===== config.mk =====
export PLATFORM = sky130hd
export DESIGN_NAME = codec_gain_transducer_control
export DESIGN_NICKNAME = d
export VERILOG_FILES = /design/src/core/codec_ctl_pkg.sv /design/src/core/pin_sync.sv /design/src/core/codec_gain_transducer_control.sv
export SDC_FILE = /design/constraint.sdc
export NUM_CORES = 1
export LEC_CHECK = 0
export BUFFER_PORTS_ARGS = -buffer_cell sky130_fd_sc_hd__buf_2
export CAP_MARGIN = 5
export CORE_MARGIN = 3
export CORE_UTILIZATION = 50
export CTS_BUF_LIST = sky130_fd_sc_hd__clkbuf_2 sky130_fd_sc_hd__clkbuf_4 sky130_fd_sc_hd__clkbuf_8
export DETAILED_ROUTE_END_ITERATION = 6
export HOLD_SLACK_MARGIN = 0.06
export PLACE_DENSITY = 0.71
export SYNTH_ARGS = -nofsm -noshare
export SYNTH_HDL_FRONTEND = slang
export SYNTH_SLANG_ARGS = --single-unit

===== constraint.sdc =====
create_clock -name clk_i -period 3.6 [get_ports clk_i]
set_input_delay 0.54 -clock clk_i [delete_from_list [all_inputs] [get_ports clk_i]]
set_output_delay 0.54 -clock clk_i [all_outputs]
set_load 0.02 [all_outputs]

===== src/core/codec_ctl_pkg.sv =====
// Package: register map, field layout and reset values of the codec control bank
package codec_ctl_pkg;
    localparam logic [7:0] TRANSDUCER_ADDR = 8'h0A;
    localparam logic [7:0] RX_GAIN_ADDR = 8'h0B;
    localparam logic [7:0] TRANSDUCER_RESET = 8'h00;
    localparam logic [7:0] RX_GAIN_RESET = 8'h00;
    // Receive gain register fields
    localparam int HIGHPASS_BIT = 7;
    localparam int FILTER_GAIN_MSB = 6;
    localparam int FILTER_GAIN_LSB = 4;
    localparam int DIGITAL_GAIN_MSB = 3;
    localparam int DIGITAL_GAIN_LSB = 0;
    // Transducer register fields
    localparam int DIAL_LOWPASS_BIT = 5;
    localparam int SIDETONE_BIT = 4;
    localparam int HS_MIC_BIT = 3;
    localparam int SP_MIC_BIT = 2;
    localparam int SP_SPKR_BIT = 1;
    localparam int HS_SPKR_BIT = 0;
    localparam logic [7:0] TRANSDUCER_USED_MASK = 8'h3F;
    // Synchroniser depth for the asynchronous bus strobes
    localparam int SYNC_STAGES = 2;
endpackage


===== src/core/pin_sync.sv =====
// Two-flop synchroniser for a group of asynchronous input levels
`timescale 1ns/10ps
`default_nettype none
module pin_sync #(
    parameter int WIDTH = 1,
    parameter logic [WIDTH-1:0] RESET_VALUE = '0
) (
    input wire logic clk_i,
    input wire logic rst_n_i,
    input wire logic [WIDTH-1:0] async_i,
    output logic [WIDTH-1:0] sync_o
);
    logic [WIDTH-1:0] meta_q;
    logic [WIDTH-1:0] meta_d;
    logic [WIDTH-1:0] sync_q;
    logic [WIDTH-1:0] sync_d;

    always_comb begin
        meta_d = async_i;
        sync_d = meta_q;
    end

    always_ff @(posedge clk_i or negedge rst_n_i) begin
        if (!rst_n_i) begin
            // Cleared to the pins' idle levels so release shows no edge
            meta_q <= RESET_VALUE;
            sync_q <= RESET_VALUE;
        end else begin
            meta_q <= meta_d;
            sync_q <= sync_d;
        end
    end

    assign sync_o = sync_q;
endmodule
`default_nettype wire


===== src/core/codec_gain_transducer_control.sv =====
// Codec receive gain and transducer control registers on the muxed bus
// Summary of operation
// [RL1] Bit 7 enables transmit highpass, notch shift
// [RL2] Host sets highpass for speakerphone mode
// [RL3] Bits 6-4 give filter gain, 1 dB
// [RL4] Bits 3-0 give digital gain, 6 dB
// [RL5] Receive gain register at 0BH, read/write
// [RL6] Transducer register at 0AH, read/write
// [RL7] Host writes zeros to bits 7,6
// [RL8] Bit 5 enables 1 kHz receive lowpass
// [RL9] Bit 4 switches sidetone on/off
// [RL10] Bit 3 powers handset microphone
// [RL11] Bit 2 powers speakerphone microphone
// [RL12] Bit 1 powers speakerphone speaker
// [RL13] Bit 0 powers handset speaker
// [RL14] Reset clears receive gain to zero
// [RL15] Digital gain applies regardless of DSP run
// [RL16] Filter gain codes span 0 to -7 dB
// [RL17] Digital gain codes span +42 to -42 dB
// [RL18] Reads return last written or reset value
`timescale 1ns/10ps
`default_nettype none
module codec_gain_transducer_control (
    input wire logic clk_i,
    input wire logic reset_n_i,
    input wire logic cs_n_i,
    input wire logic addr_strobe_i,
    input wire logic rd_n_i,
    input wire logic wr_n_i,
    input wire logic [7:0] ad_i,
    output logic [7:0] ad_o,
    output logic ad_oe_o,
    output logic tx_highpass_enable_o,
    output logic [2:0] rx_filter_gain_o,
    output logic [3:0] rx_digital_gain_o,
    output logic dial_lowpass_enable_o,
    output logic sidetone_enable_o,
    output logic handset_mic_power_o,
    output logic speakerphone_mic_power_o,
    output logic speakerphone_speaker_power_o,
    output logic handset_speaker_power_o
);
    // ------------------------------------------------------------
    // Reset release and pin synchronisers
    // ------------------------------------------------------------
    logic [1:0] rst_sync_q;
    logic rst_n;

    always_ff @(posedge clk_i or negedge reset_n_i) begin
        if (!reset_n_i) begin
            rst_sync_q <= 2'h0;
        end else begin
            rst_sync_q <= {rst_sync_q[0], 1'b1};
        end
    end
    assign rst_n = rst_sync_q[1];

    // Strobes and data pass two flops; the bus holds AD steady around
    // strobe edges, so a sampled bus value is stable when used.
    logic [11:0] pins_raw;
    logic [11:0] pins_s;
    logic cs_n_s;
    logic as_s;
    logic rd_n_s;
    logic wr_n_s;
    logic [7:0] ad_s;

    // Idle levels: strobes and select high, address strobe low. The
    // synchroniser clears to them, so no false strobe edge follows reset.
    localparam logic [11:0] IDLE_PINS = 12'hB00;

    assign pins_raw = {cs_n_i, addr_strobe_i, rd_n_i, wr_n_i, ad_i};

    pin_sync #(.WIDTH(12), .RESET_VALUE(IDLE_PINS)) u_pin_sync (
        .clk_i(clk_i),
        .rst_n_i(rst_n),
        .async_i(pins_raw),
        .sync_o(pins_s)
    );
    assign {cs_n_s, as_s, rd_n_s, wr_n_s, ad_s} = pins_s;

    function automatic logic is_reg(input logic [7:0] a, input logic [7:0] r);
        is_reg = (a == r);
    endfunction

    // ------------------------------------------------------------
    // Bus cycle tracking
    // ------------------------------------------------------------
    logic as_q;
    logic as_d;
    logic wr_n_q;
    logic wr_n_d;
    logic [7:0] addr_q;
    logic [7:0] addr_d;
    logic as_fall;
    logic wr_rise;

    // Address latched on the falling edge of the address strobe
    assign as_fall = as_q && !as_s;
    // Data taken at the end of the write strobe, when it is settled
    assign wr_rise = !wr_n_q && wr_n_s && !cs_n_s;

    always_comb begin
        as_d = as_s;
        wr_n_d = wr_n_s;
        addr_d = as_fall ? ad_s : addr_q;
    end

    always_ff @(posedge clk_i or negedge rst_n) begin
        if (!rst_n) begin
            as_q <= 1'b0;
            wr_n_q <= 1'b1;
            addr_q <= 8'h00;
        end else begin
            as_q <= as_d;
            wr_n_q <= wr_n_d;
            addr_q <= addr_d;
        end
    end

    // ------------------------------------------------------------
    // Control registers
    // ------------------------------------------------------------
    logic [7:0] rx_gain_q;
    logic [7:0] rx_gain_d;
    logic [7:0] xdcr_q;
    logic [7:0] xdcr_d;
    logic wr_gain;
    logic wr_xdcr;

    assign wr_gain = wr_rise &&
        is_reg(addr_q, codec_ctl_pkg::RX_GAIN_ADDR); // RL5
    assign wr_xdcr = wr_rise &&
        is_reg(addr_q, codec_ctl_pkg::TRANSDUCER_ADDR); // RL6

    always_comb begin
        rx_gain_d = rx_gain_q;
        xdcr_d = xdcr_q;
        if (wr_gain) begin
            rx_gain_d = ad_s; // RL5
        end
        if (wr_xdcr) begin
            // Unused upper bits are kept at zero even if host misbehaves
            xdcr_d = ad_s & codec_ctl_pkg::TRANSDUCER_USED_MASK; // RL7
        end
    end

    always_ff @(posedge clk_i or negedge rst_n) begin
        if (!rst_n) begin
            rx_gain_q <= codec_ctl_pkg::RX_GAIN_RESET; // RL14
            xdcr_q <= codec_ctl_pkg::TRANSDUCER_RESET;
        end else begin
            rx_gain_q <= rx_gain_d;
            xdcr_q <= xdcr_d;
        end
    end

    // ------------------------------------------------------------
    // Read path
    // ------------------------------------------------------------
    logic [7:0] rdata_q;
    logic [7:0] rdata_d;
    logic oe_q;
    logic oe_d;
    logic hit;

    assign hit = is_reg(addr_q, codec_ctl_pkg::RX_GAIN_ADDR) ||
        is_reg(addr_q, codec_ctl_pkg::TRANSDUCER_ADDR);

    always_comb begin
        // Only decoded addresses drive AD; other devices may share the bus
        oe_d = !cs_n_s && !rd_n_s && hit;
        rdata_d = 8'h00;
        if (is_reg(addr_q, codec_ctl_pkg::RX_GAIN_ADDR)) begin
            rdata_d = rx_gain_q; // RL18
        end else if (is_reg(addr_q, codec_ctl_pkg::TRANSDUCER_ADDR)) begin
            rdata_d = xdcr_q; // RL18
        end
    end

    always_ff @(posedge clk_i or negedge rst_n) begin
        if (!rst_n) begin
            rdata_q <= 8'h00;
            oe_q <= 1'b0;
        end else begin
            rdata_q <= rdata_d;
            oe_q <= oe_d;
        end
    end

    // ------------------------------------------------------------
    // Control outputs
    // ------------------------------------------------------------
    // Digital gain code leaves unconditionally: it stays in force even
    // while the DSP is halted, so no run-enable term gates it.
    assign tx_highpass_enable_o =
        rx_gain_q[codec_ctl_pkg::HIGHPASS_BIT]; // RL1
    assign rx_filter_gain_o = rx_gain_q[codec_ctl_pkg::FILTER_GAIN_MSB:
        codec_ctl_pkg::FILTER_GAIN_LSB]; // RL3 RL16
    assign rx_digital_gain_o = rx_gain_q[codec_ctl_pkg::DIGITAL_GAIN_MSB:
        codec_ctl_pkg::DIGITAL_GAIN_LSB]; // RL4 RL15 RL17
    assign dial_lowpass_enable_o =
        xdcr_q[codec_ctl_pkg::DIAL_LOWPASS_BIT]; // RL8
    assign sidetone_enable_o = xdcr_q[codec_ctl_pkg::SIDETONE_BIT]; // RL9
    assign handset_mic_power_o = xdcr_q[codec_ctl_pkg::HS_MIC_BIT]; // RL10
    assign speakerphone_mic_power_o =
        xdcr_q[codec_ctl_pkg::SP_MIC_BIT]; // RL11
    assign speakerphone_speaker_power_o =
        xdcr_q[codec_ctl_pkg::SP_SPKR_BIT]; // RL12
    assign handset_speaker_power_o =
        xdcr_q[codec_ctl_pkg::HS_SPKR_BIT]; // RL13
    assign ad_o = rdata_q;
    assign ad_oe_o = oe_q;

    // ------------------------------------------------------------
    // Assertions
    // ------------------------------------------------------------
    // Bus-side terms use the synced strobes, the same copies the logic uses
    gain_write_lands_a: assert property ( // RL5
        @(posedge clk_i) disable iff (!rst_n)
        wr_gain |=> rx_gain_q == $past(ad_s))
        else $error("receive gain write not stored");
    xdcr_write_lands_a: assert property ( // RL6
        @(posedge clk_i) disable iff (!rst_n)
        wr_xdcr |=> xdcr_q ==
        ($past(ad_s) & codec_ctl_pkg::TRANSDUCER_USED_MASK))
        else $error("transducer write not stored");
    xdcr_top_zero_a: assert property ( // RL7
        @(posedge clk_i) disable iff (!rst_n)
        xdcr_q[7:6] == 2'h0)
        else $error("transducer unused bits set");
    addr_latch_a: assert property ( // RL5
        @(posedge clk_i) disable iff (!rst_n)
        as_fall |=> addr_q == $past(ad_s))
        else $error("bus address not latched");
    highpass_follow_a: assert property ( // RL1
        @(posedge clk_i) disable iff (!rst_n)
        wr_gain |=> tx_highpass_enable_o == $past(ad_s[7]))
        else $error("highpass enable mismatch");
    filter_gain_a: assert property ( // RL3
        @(posedge clk_i) disable iff (!rst_n)
        wr_gain |=> rx_filter_gain_o == $past(ad_s[6:4]))
        else $error("filter gain field mismatch");
    digital_gain_a: assert property ( // RL4
        @(posedge clk_i) disable iff (!rst_n)
        wr_gain |=> rx_digital_gain_o == $past(ad_s[3:0]))
        else $error("digital gain field mismatch");
    power_bits_a: assert property ( // RL8 RL9 RL10 RL11 RL12 RL13
        @(posedge clk_i) disable iff (!rst_n)
        wr_xdcr |=> {dial_lowpass_enable_o, sidetone_enable_o,
        handset_mic_power_o, speakerphone_mic_power_o,
        speakerphone_speaker_power_o, handset_speaker_power_o}
        == $past(ad_s[5:0]))
        else $error("transducer controls mismatch");
    gain_hold_a: assert property ( // RL18
        @(posedge clk_i) disable iff (!rst_n)
        !wr_gain |=> $stable(rx_gain_q))
        else $error("receive gain changed without write");
    xdcr_hold_a: assert property ( // RL18
        @(posedge clk_i) disable iff (!rst_n)
        !wr_xdcr |=> $stable(xdcr_q))
        else $error("transducer changed without write");
    // Read answers land one edge after the synced request
    read_data_a: assert property ( // RL18
        @(posedge clk_i) disable iff (!rst_n)
        (!cs_n_s && !rd_n_s &&
        is_reg(addr_q, codec_ctl_pkg::RX_GAIN_ADDR)) |=>
        ad_oe_o && ad_o == $past(rx_gain_q))
        else $error("read of receive gain wrong");
    xdcr_read_a: assert property ( // RL18
        @(posedge clk_i) disable iff (!rst_n)
        (!cs_n_s && !rd_n_s &&
        is_reg(addr_q, codec_ctl_pkg::TRANSDUCER_ADDR)) |=>
        ad_oe_o && ad_o == $past(xdcr_q))
        else $error("read of transducer wrong");
    unmapped_quiet_a: assert property ( // RL5 RL6
        @(posedge clk_i) disable iff (!rst_n)
        !hit |=> !ad_oe_o)
        else $error("unmapped address drove the bus");
    read_release_a: assert property ( // RL18
        @(posedge clk_i) disable iff (!rst_n)
        rd_n_s |=> !ad_oe_o)
        else $error("bus still driven after read");
    reset_zero_a: assert property ( // RL14
        @(posedge clk_i)
        $rose(rst_n) |-> rx_gain_q == codec_ctl_pkg::RX_GAIN_RESET)
        else $error("receive gain not cleared by reset");
    xdcr_reset_a: assert property ( // RL18
        @(posedge clk_i)
        $rose(rst_n) |-> xdcr_q == codec_ctl_pkg::TRANSDUCER_RESET)
        else $error("transducer not cleared by reset");

    // Main scenarios: write each register, finish any read, read the transducer back
    gain_write_c: cover property (@(posedge clk_i) disable iff (!rst_n)
        wr_gain);
    xdcr_write_c: cover property (@(posedge clk_i) disable iff (!rst_n)
        wr_xdcr);
    read_c: cover property (@(posedge clk_i) disable iff (!rst_n)
        ad_oe_o ##1 !ad_oe_o);
    xdcr_read_c: cover property (@(posedge clk_i) disable iff (!rst_n)
        is_reg(addr_q, codec_ctl_pkg::TRANSDUCER_ADDR) ##1 ad_oe_o);
endmodule
`default_nettype wire


# Yosys cells after proc, flatten, opt, wreduce, memory -nomap -nowiden
# Cells that the tools add are included.
# W data, S select, Z words.
[totals]
reg_bits = 59
wordCells = 26
out_inout_bits = 23
in_bits = 14
[classes]
n_eq_ne = 2
mux = 2
reduce_logical = 12
[ops]
columns = ["operator", "count"]
rows = [
  ["$eq A8 B4 Y1 const B", 2],
  ["$mux W8", 1],
  ["$logic_and A1 B1 Y1", 7],
  ["$mux W6", 1],
  ["$logic_not A1 Y1", 4],
  ["$logic_or A1 B1 Y1", 1],
]

# Logic depth before layout (Yosys ltp)
# Gate-level depths: netlist of the first run.
[depth]
word_depth = 4
ltp_mapped = 3
mapped_depth_nobuf = 3

# Cells and area by module
# Synthesis of the first run repeated with hierarchy kept, for this count alone.
[unflattened]
cells_unflattened = 107
area_unflattened_um2 = 1934.4
[by_module_without_submodules]
columns = ["mod", "cells_each", "instances", "area_each_um2", "seq_area_each_um2"]
rows = [
  ["codec_gain_transducer_control", 83, 1, 1326.3, 877.1],
  ["pin_sync", 24, 1, 608.1, 608.1],
]

# Worst setup path before layout of the first run
# Ideal clock, no wire load.
[synth_path]
path_type = "reg2reg"
start = "register u_pin_sync.sync_q[8], in the netlist u_pin_sync.sync_o[8]"
end = "register rx_gain_q[0]"
path_slack_ps = 2172
arrival_ps = 1304
path_stages_with_launch = 4
path_buffers = 0
period_less_slack_ps = 1428
t_required_ps = 3475
setup_ps = 125
path_cell_list = "dfstp_2 > nor3b_2 > nand4_4 > mux2_2"
[synth_between]
elab_chain_len = 3
[synth_lines]
columns = ["item", "line", "rtl"]
rows = [
  ["start: declaration", "pin_sync.sv:15", "logic [WIDTH-1:0] sync_q;"],
  ["start signal: assignment", "pin_sync.sv:30", "sync_q <= sync_d;"],
  ["$logic_and A1 B1 Y1 (2 in series)", "codec_gain_transducer_control.sv:101", "assign wr_rise = !wr_n_q && wr_n_s && !cs_n_s;"],
  ["$logic_and A1 B1 Y1", "codec_gain_transducer_control.sv:131", "assign wr_gain = wr_rise &&"],
  ["end signal: assignment", "codec_gain_transducer_control.sv:150", "rx_gain_q <= codec_ctl_pkg::RX_GAIN_RESET;"],
  ["end signal: assignment", "codec_gain_transducer_control.sv:153", "rx_gain_q <= rx_gain_d;"],
  ["end: declaration", "codec_gain_transducer_control.sv:124", "logic [7:0] rx_gain_q;"],
]
# Every way passes these cells.
# A chain may end at the register's enable or synchronous reset.

# Final worst setup path of the first run
# Ends and elaborated chain as after synthesis.

==> impl_metrics.json, run 1 <==
{
  "synthToLayoutAreaGrowth_pct": 22.82,
  "ir_worst_vdd_mv": 0.3579,
  "r2r_start": "u_pin_sync.sync_o[8]",
  "r2r-end": "rx_gain_q[0]",
  "fin_area_mm2": 0.002397,
  "critPathCaptureType": "flip-flop",
  "core.rowCount": 22,
  "outcome": "completed",
  "path_cells": "nor3b_2 -> nand4_4 -> mux2_2",
  "syn_area_per_cell_um2": 18.24,
  "start_kind": "flip-flop",
  "core_mm2": 0.003716,
  "r2r_slack_ns": 2.03,
  "final_net_count": 168,
  "die_w_um": 68.48,
  "postRouteAntennaNets": 0,
  "period_needed_ns": 1.566,
  "wl_per_cell_um": 14.34,
  "drt_iter0_markers": 58,
  "crit_arrival_ns": 1.78,
  "hp-class": "flip-flop to asynchronous set/reset pin",
  "final_common_cell": "dfrtp_1",
  "synth_seq_cells": 59,
  "clk_latency_ns": 0.33,
  "crit_slowest_cell": "dfstp_2",
  "routed_via_density": 4.744,
  "tightest_slew_ns": 0.7745,
  "slowest_delay_ns": 0.53,
  "grt_pass1_wl_mm": 4.761,
  "rsz0062_at_grt": "no",
  "cts_buffers": 9,
  "io-pin-count": 37,
  "antenna_cells": 0,
  "antenna_found_initial": 0,
  "syn_inst": 107,
  "power.leakage_uw": 0.001242,
  "path_class": "flip-flop to flip-flop",
  "clkSinkCount": 59,
  "io_buffers": 36,
  "reg2reg_depth": 3,
  "cts-root-buf": "clkbuf_8",
  "num_vias": 982,
  "pre_cts_ws_ns": 2.044,
  "yosysWarnings": 0,
  "initial_core_util_pct": 52.53,
  "cts_tree": "built",
  "clock_skew_ns": 0.006585,
  "crit_start": "u_pin_sync.sync_o[8]",
  "fillers": 288,
  "cts_setup_buffers": 0,
  "worstPathRequired_ns": 3.81,
  "drv_slew": 0,
  "clkTransAtPathRegs_ns": 0.06,
  "dr.pass1.iters": 4,
  "grt_start_max_net_pins": 32,
  "synth_nets": 121,
  "worst_slack_ns": 2.034,
  "power_density_mw_per_mm2": 570.1,
  "die_area_mm2": 0.004690,
  "routed_wl_mm": 2.969,
  "grt_pass1_vias": 1029,
  "finalPower_uw": 1367,
  "cts_hold_buf": 1,
  "track_usage_pct": 15.10,
  "hold_violations": 0,
  "gp_congestion": 0.7276,
  "cap_violations": 0,
  "final_cell_mix": "dfrtp_1, buf_2, mux2_2, clkbuf_8, dfstp_2",
  "relSlewSlack_pct": 48.26,
  "fmax_ghz": 0.6386,
  "overflow": 0,
  "place_area_mm2": 0.002188,
  "cp_max_fo": 8,
  "setup_viol": 0,
  "htree_levels": 3,
  "synth.distinct_cells": 18,
  "fin_tns_setup_ns": 0,
  "min_period_over_period_pct": 43.50,
  "yosysSeqAreaShare_pct": 76.09,
  "syn_area_mm2": 0.001952,
  "cts_buffer_depth": 2,
  "die_h_um": 68.48,
  "drc_errors": 0,
  "hpwlAfterDp_mm": 2.009,
  "crit_buf_inv": 0,
  "ctsResizeCount": 0,
  "drive_gt1_share_pct": 55.35,
  "crit_family": "simple AND/OR/NAND/NOR gates"
}
==> kinds of logic (layout without fill, tap and decap cells) <==
family | after synthesis | in the layout | share of synthesized area (%)
buf+inv | 2 | 54 | 0.6409
flops | 59 | 59 | 76.09
mux | 28 | 28 | 15.77
other cells | 1 | 1 | 0.1921
simple gates | 17 | 17 | 7.307
==> flip-flops by register name, summed over array words and instances (netlist names) <==
signal / flops
u_pin_sync.meta_q: 12
u_pin_sync.sync_o: 12
ad_o: 8
addr_q: 8
rx_gain_q: 8
xdcr_q: 6
rst_sync_q: 2
ad_oe_o: 1
as_q: 1
wr_n_q: 1
==> how the worst max path moves through the flow <==
stage / end / depth (start not counted)
after floorplan: ad_o[0] / 0
after global placement: rx_gain_q[0] / 3
after detailed placement: rx_gain_q[5] / 3
after CTS: rx_gain_q[0] / 3
after global routing: rx_gain_q[2] / 3
final: rx_gain_q[0] / 3
==> cells in the mapped netlist <==
library cell | instances | share of area (%)
mux2_2 | 22 | 13
and4bb_2 | 1 | 0.64
dfrtp_1 | 52 | 67
nor3_1 | 1 | 0.26
nor3b_2 | 1 | 0.64
nor2b_1 | 1 | 0.32
nand4b_4 | 1 | 1.2
nand4_4 | 1 | 1.1
dfstp_2 | 7 | 9.4
nor3_4 | 1 | 0.83
and3_1 | 2 | 0.64
and2_1 | 1 | 0.32
mux2i_1 | 6 | 3.1
nand2_1 | 1 | 0.19
clkbuf_4 | 1 | 0.38
conb_1 | 1 | 0.19
buf_2 | 1 | 0.26
nor2_1 | 6 | 1.2
==> report_power, final <==
part,total (uW),leakage (uW),switching [uW],internal [uW]
clock network,567,0.000107,227,339
logic,66.2,0.000404,31.0,35.2
registers,734,0.000732,32.3,701
total,1370,0.00124,291,1080
==> layer usage <==
| metal | part of all wire [%] | track usage (%) |
|---|---|---|
| met5 | 0 | 0 |
| met1 | 42 | 18.38 |
| met3 | 6.0 | 6.404 |
| met4 | 2.8 | 11.17 |
| met2 | 50 | 21.22 |
==> worst reg2reg max path, cell delays in order (launching register included) <==
cell and delay, ns:
dfstp_2 0.53, nor3b_2 0.34, nand4_4 0.24, mux2_2 0.35
==> metrics by stage <==
step	cells	utilization [%]	hold slack, ns
CTS	207	64.51	0.2639
global route	207	64.51	0.2961
finish	207	64.51	0.2449
global placement	190	58.89	0.2559
floorplan	107	-	0.2444
detailed placement	190	58.89	0.2692
==> cell type report <==
cell class / instances / area [um2] / share of cell area [%]
Clock buffer: 15 / 193.9 / 8.090
Clock inverter: 1 / 5.005 / 0.2088
Sequential cell: 59 / 1486 / 62.00
Multi-Input combinational cell: 46 / 454.2 / 18.95
Tap cell: 48 / 60.06 / 2.505
Timing Repair Buffer: 38 / 197.7 / 8.246
Note: power is estimated with default switching activity, not from simulation.
==> inputs of run 2 (changes only) <==
ABC_AREA = 1   (was unset)
clock period = 1.45 ns   (was 3.6 ns; I/O delays follow)
==> run 2 against run 1 <==
Core utilization is 3.3 points higher. Synthesized area is 6.1% higher. Clock-buffer cell count is 2 lower. Combinational power grew to 4.6 times the previous value. Die area is 5.6% higher. Clock power is 120% higher. Critical path depth is 2 higher. Cell area is 8.2% higher. Largest cell class unchanged.
==> impl_metrics.json, run 2 <==
{
  "drc_errors": 0,
  "hold_violations": 0,
  "grt_start_max_net_pins": 30,
  "path_class": "flip-flop to flip-flop",
  "num_vias": 1377,
  "routed_via_density": 4.732,
  "synth_mux_area_share_pct": 0,
  "yosysTopAreaCellShare_pct": 62.84,
  "io_buffers": 36,
  "initial_core_util_pct": 54.12,
  "core.rowCount": 22,
  "syn_area_mm2": 0.002071,
  "cpMostUsedCell": "nand2_1",
  "syn_area_per_cell_um2": 11.57,
  "antenna_cells": 0,
  "synth_flop_cell": "dfrtp_1",
  "overflow": 0,
  "power_density_mw_per_mm2": 1300,
  "worstSetupPathDepth": 5,
  "final_common_cell": "nand2_1",
  "layout.cells.non_filler": 291,
  "hpwlAfterDp_mm": 2.370,
  "cts_buffer_depth": 2,
  "synth_xor_xnor_area_share_pct": 0,
  "cts_tree": "built",
  "synth_top_family_by_area": "simple AND/OR/NAND/NOR gates",
  "crit_family": "simple AND/OR/NAND/NOR gates",
  "r2r_start": "u_pin_sync.sync_o[8]",
  "grt_pass1_wl_mm": 6.009,
  "drt_iter0_markers": 65,
  "postRouteAntennaNets": 0,
  "clock_skew_ns": 0.006805,
  "clkSinkCount": 59,
  "final_net_count": 252,
  "ys_top_cells_by_count": "nand2_1, dfrtp_1, nand3_1, nor2_1, inv_1",
  "critPathCaptureType": "flip-flop",
  "syn_inst": 179,
  "track_usage_pct": 16.35,
  "wl_per_cell_um": 11.89,
  "final_cell_mix": "nand2_1, dfrtp_1, buf_2, nand3_1, dlygate4sd3_1",
  "synthToLayoutAreaGrowth_pct": 25.32,
  "synth_most_common_cell": "nand2_1",
  "core_mm2": 0.003826,
  "worst_slack_ns": 0.1492,
  "start_kind": "flip-flop",
  "routed_wl_mm": 3.459,
  "worstPathRequired_ns": 1.66,
  "fin_tns_setup_ns": 0,
  "multiInputGateArea_um2": 505.5,
  "clkTransAtPathRegs_ns": 0.06,
  "layout.area.seq_mm2": 0.001486,
  "clk_latency_ns": 0.32,
  "cts-root-buf": "clkbuf_8",
  "yosys.area_share.simple_pct": 23.26,
  "fillers": 304,
  "io-pin-count": 37,
  "async_reset_ff_share_pct": 100.0,
  "synth_top_area_cell": "dfrtp_1",
  "htree_levels": 3,
  "fmax_ghz": 0.7688,
  "yosysSeqAreaShare_pct": 71.72,
  "die_h_um": 70.36,
  "gp_congestion": 0.8095,
  "power.leakage_uw": 0.001411,
  "synth.distinct_cells": 20,
  "outcome": "completed",
  "cp_max_fo": 9,
  "min_period_over_period_pct": 89.71,
  "setup_viol": 0,
  "yosysWarnings": 0,
  "synth_compound_area_share_pct": 0.9668,
  "ctsResizeCount": 0,
  "pre_cts_ws_ns": 0.1637,
  "grt_pass1_vias": 1402,
  "path_cells": "nand2_1 -> nor2_4 -> nand3_2 -> nand2_1 -> nand2_1",
  "crit_start": "u_pin_sync.sync_o[8]",
  "cts_buffers": 9,
  "crit_arrival_ns": 1.51,
  "die_area_mm2": 0.004950,
  "rsz0062_at_grt": "no",
  "drive_gt1_share_pct": 32.92,
  "cap_violations": 0,
  "ir_worst_vdd_mv": 0.9658,
  "crit_slowest_cell": "dfstp_2",
  "yosys-top-cells-area": "dfrtp_1, nand2_1, dfstp_2",
  "hp-class": "input pin to asynchronous set/reset pin",
  "synth_nets": 193,
  "synth_edf_count": 0,
  "period_needed_ns": 1.301,
  "reg2reg_depth": 5,
  "crit_buf_inv": 0,
  "synth_seq_cells": 59,
  "dr.pass1.iters": 4,
  "slowest_delay_ns": 0.53,
  "antenna_found_initial": 0,
  "synth_fa_ha_area_share_pct": 0,
  "drv_slew": 0,
  "die_w_um": 70.36,
  "place_inst": 262
}
[run 2: cell types whose count changed after synthesis, moves of 3 or more]
cell / previous run / this run
nand3_1: 0 / 17
mux2_2: 22 / 0
inv_1: 0 / 8
nor2_1: 6 / 10
nand2_1: 1 / 59
mux2i_1: 6 / 0
nand3_2: 0 / 3
nor2_2: 0 / 3
a21oi_1: 0 / 4
nor2_4: 0 / 3
inv_2: 0 / 3
[run 2: logic make-up after synthesis]
family / Yosys count
AO/OA/AOI/OAI: 4
buffers and inverters: 15
flip-flops: 59
other: 1
AND/OR/NAND/NOR: 100
[run 2: report_power, final]
part / switching [uW] / internal, uW / total (uW)
logic: 192 / 114 / 306
registers: 70.5 / 1760 / 1830
clock network: 553 / 687 / 1240
total: 815 / 2560 / 3370
[run 2: layer usage]
layer | part of all wire [%] | vias up | global-route usage [%]
li1 | - | 676 | -
met1 | 42 | 644 | 18.04
met2 | 49 | 44 | 25.88
met3 | 6.5 | 13 | 7.338
met4 | 2.9 | 0 | 9.574
met5 | 0 | - | 0
[run 2: what timing repair did]
| action | in CTS | in global routing |
|---|---|---|
| buffers inserted | 0 | 0 |
| setup endpoints to repair | 0 | 0 |
| endpoints found under the hold margin | 14 | 0 |
| hold buffers | 13 | 0 |
[run 2: final timing paths]
| check | endpoint | slack [ns] |
|---|---|---|
| setup / recovery | rx_gain_q[6] | 0.15 |
| hold / removal | rst_sync_q[1] | 0.21 |
| setup reg to reg | rx_gain_q[6] | 0.15 |
| hold reg to reg | u_pin_sync.sync_o[10] | 0.27 |
| max in group asynchronous | u_pin_sync.meta_q[8] | 0.88 |
| min in group clk_i | u_pin_sync.sync_o[3] | 0.35 |
[run 2: through the flow]
| step | hold slack (ns) | total power [uW] | area, um2 | utilization (%) |
|---|---|---|---|---|
| floorplan | -0.07809 | 2042 | 2072 | - |
| global placement | 0.003762 | 2125 | 2296 | 60.01 |
| detailed placement | 0.005394 | 2141 | 2296 | 60.01 |
| CTS | 0.1861 | 3426 | 2595 | 67.82 |
| global route | 0.1926 | 3555 | 2595 | 67.82 |
| finish | 0.2107 | 3373 | 2595 | 67.82 |
[run 2: layout make-up]
cell class	count	share of cell area (%)
flip-flops and latches	59	57.28
multi-input cells	105	19.48
repair buffers	52	12.83
clock buffers	13	5.931
well taps	48	2.314
inverters	11	1.591
clock inverters	3	0.5786
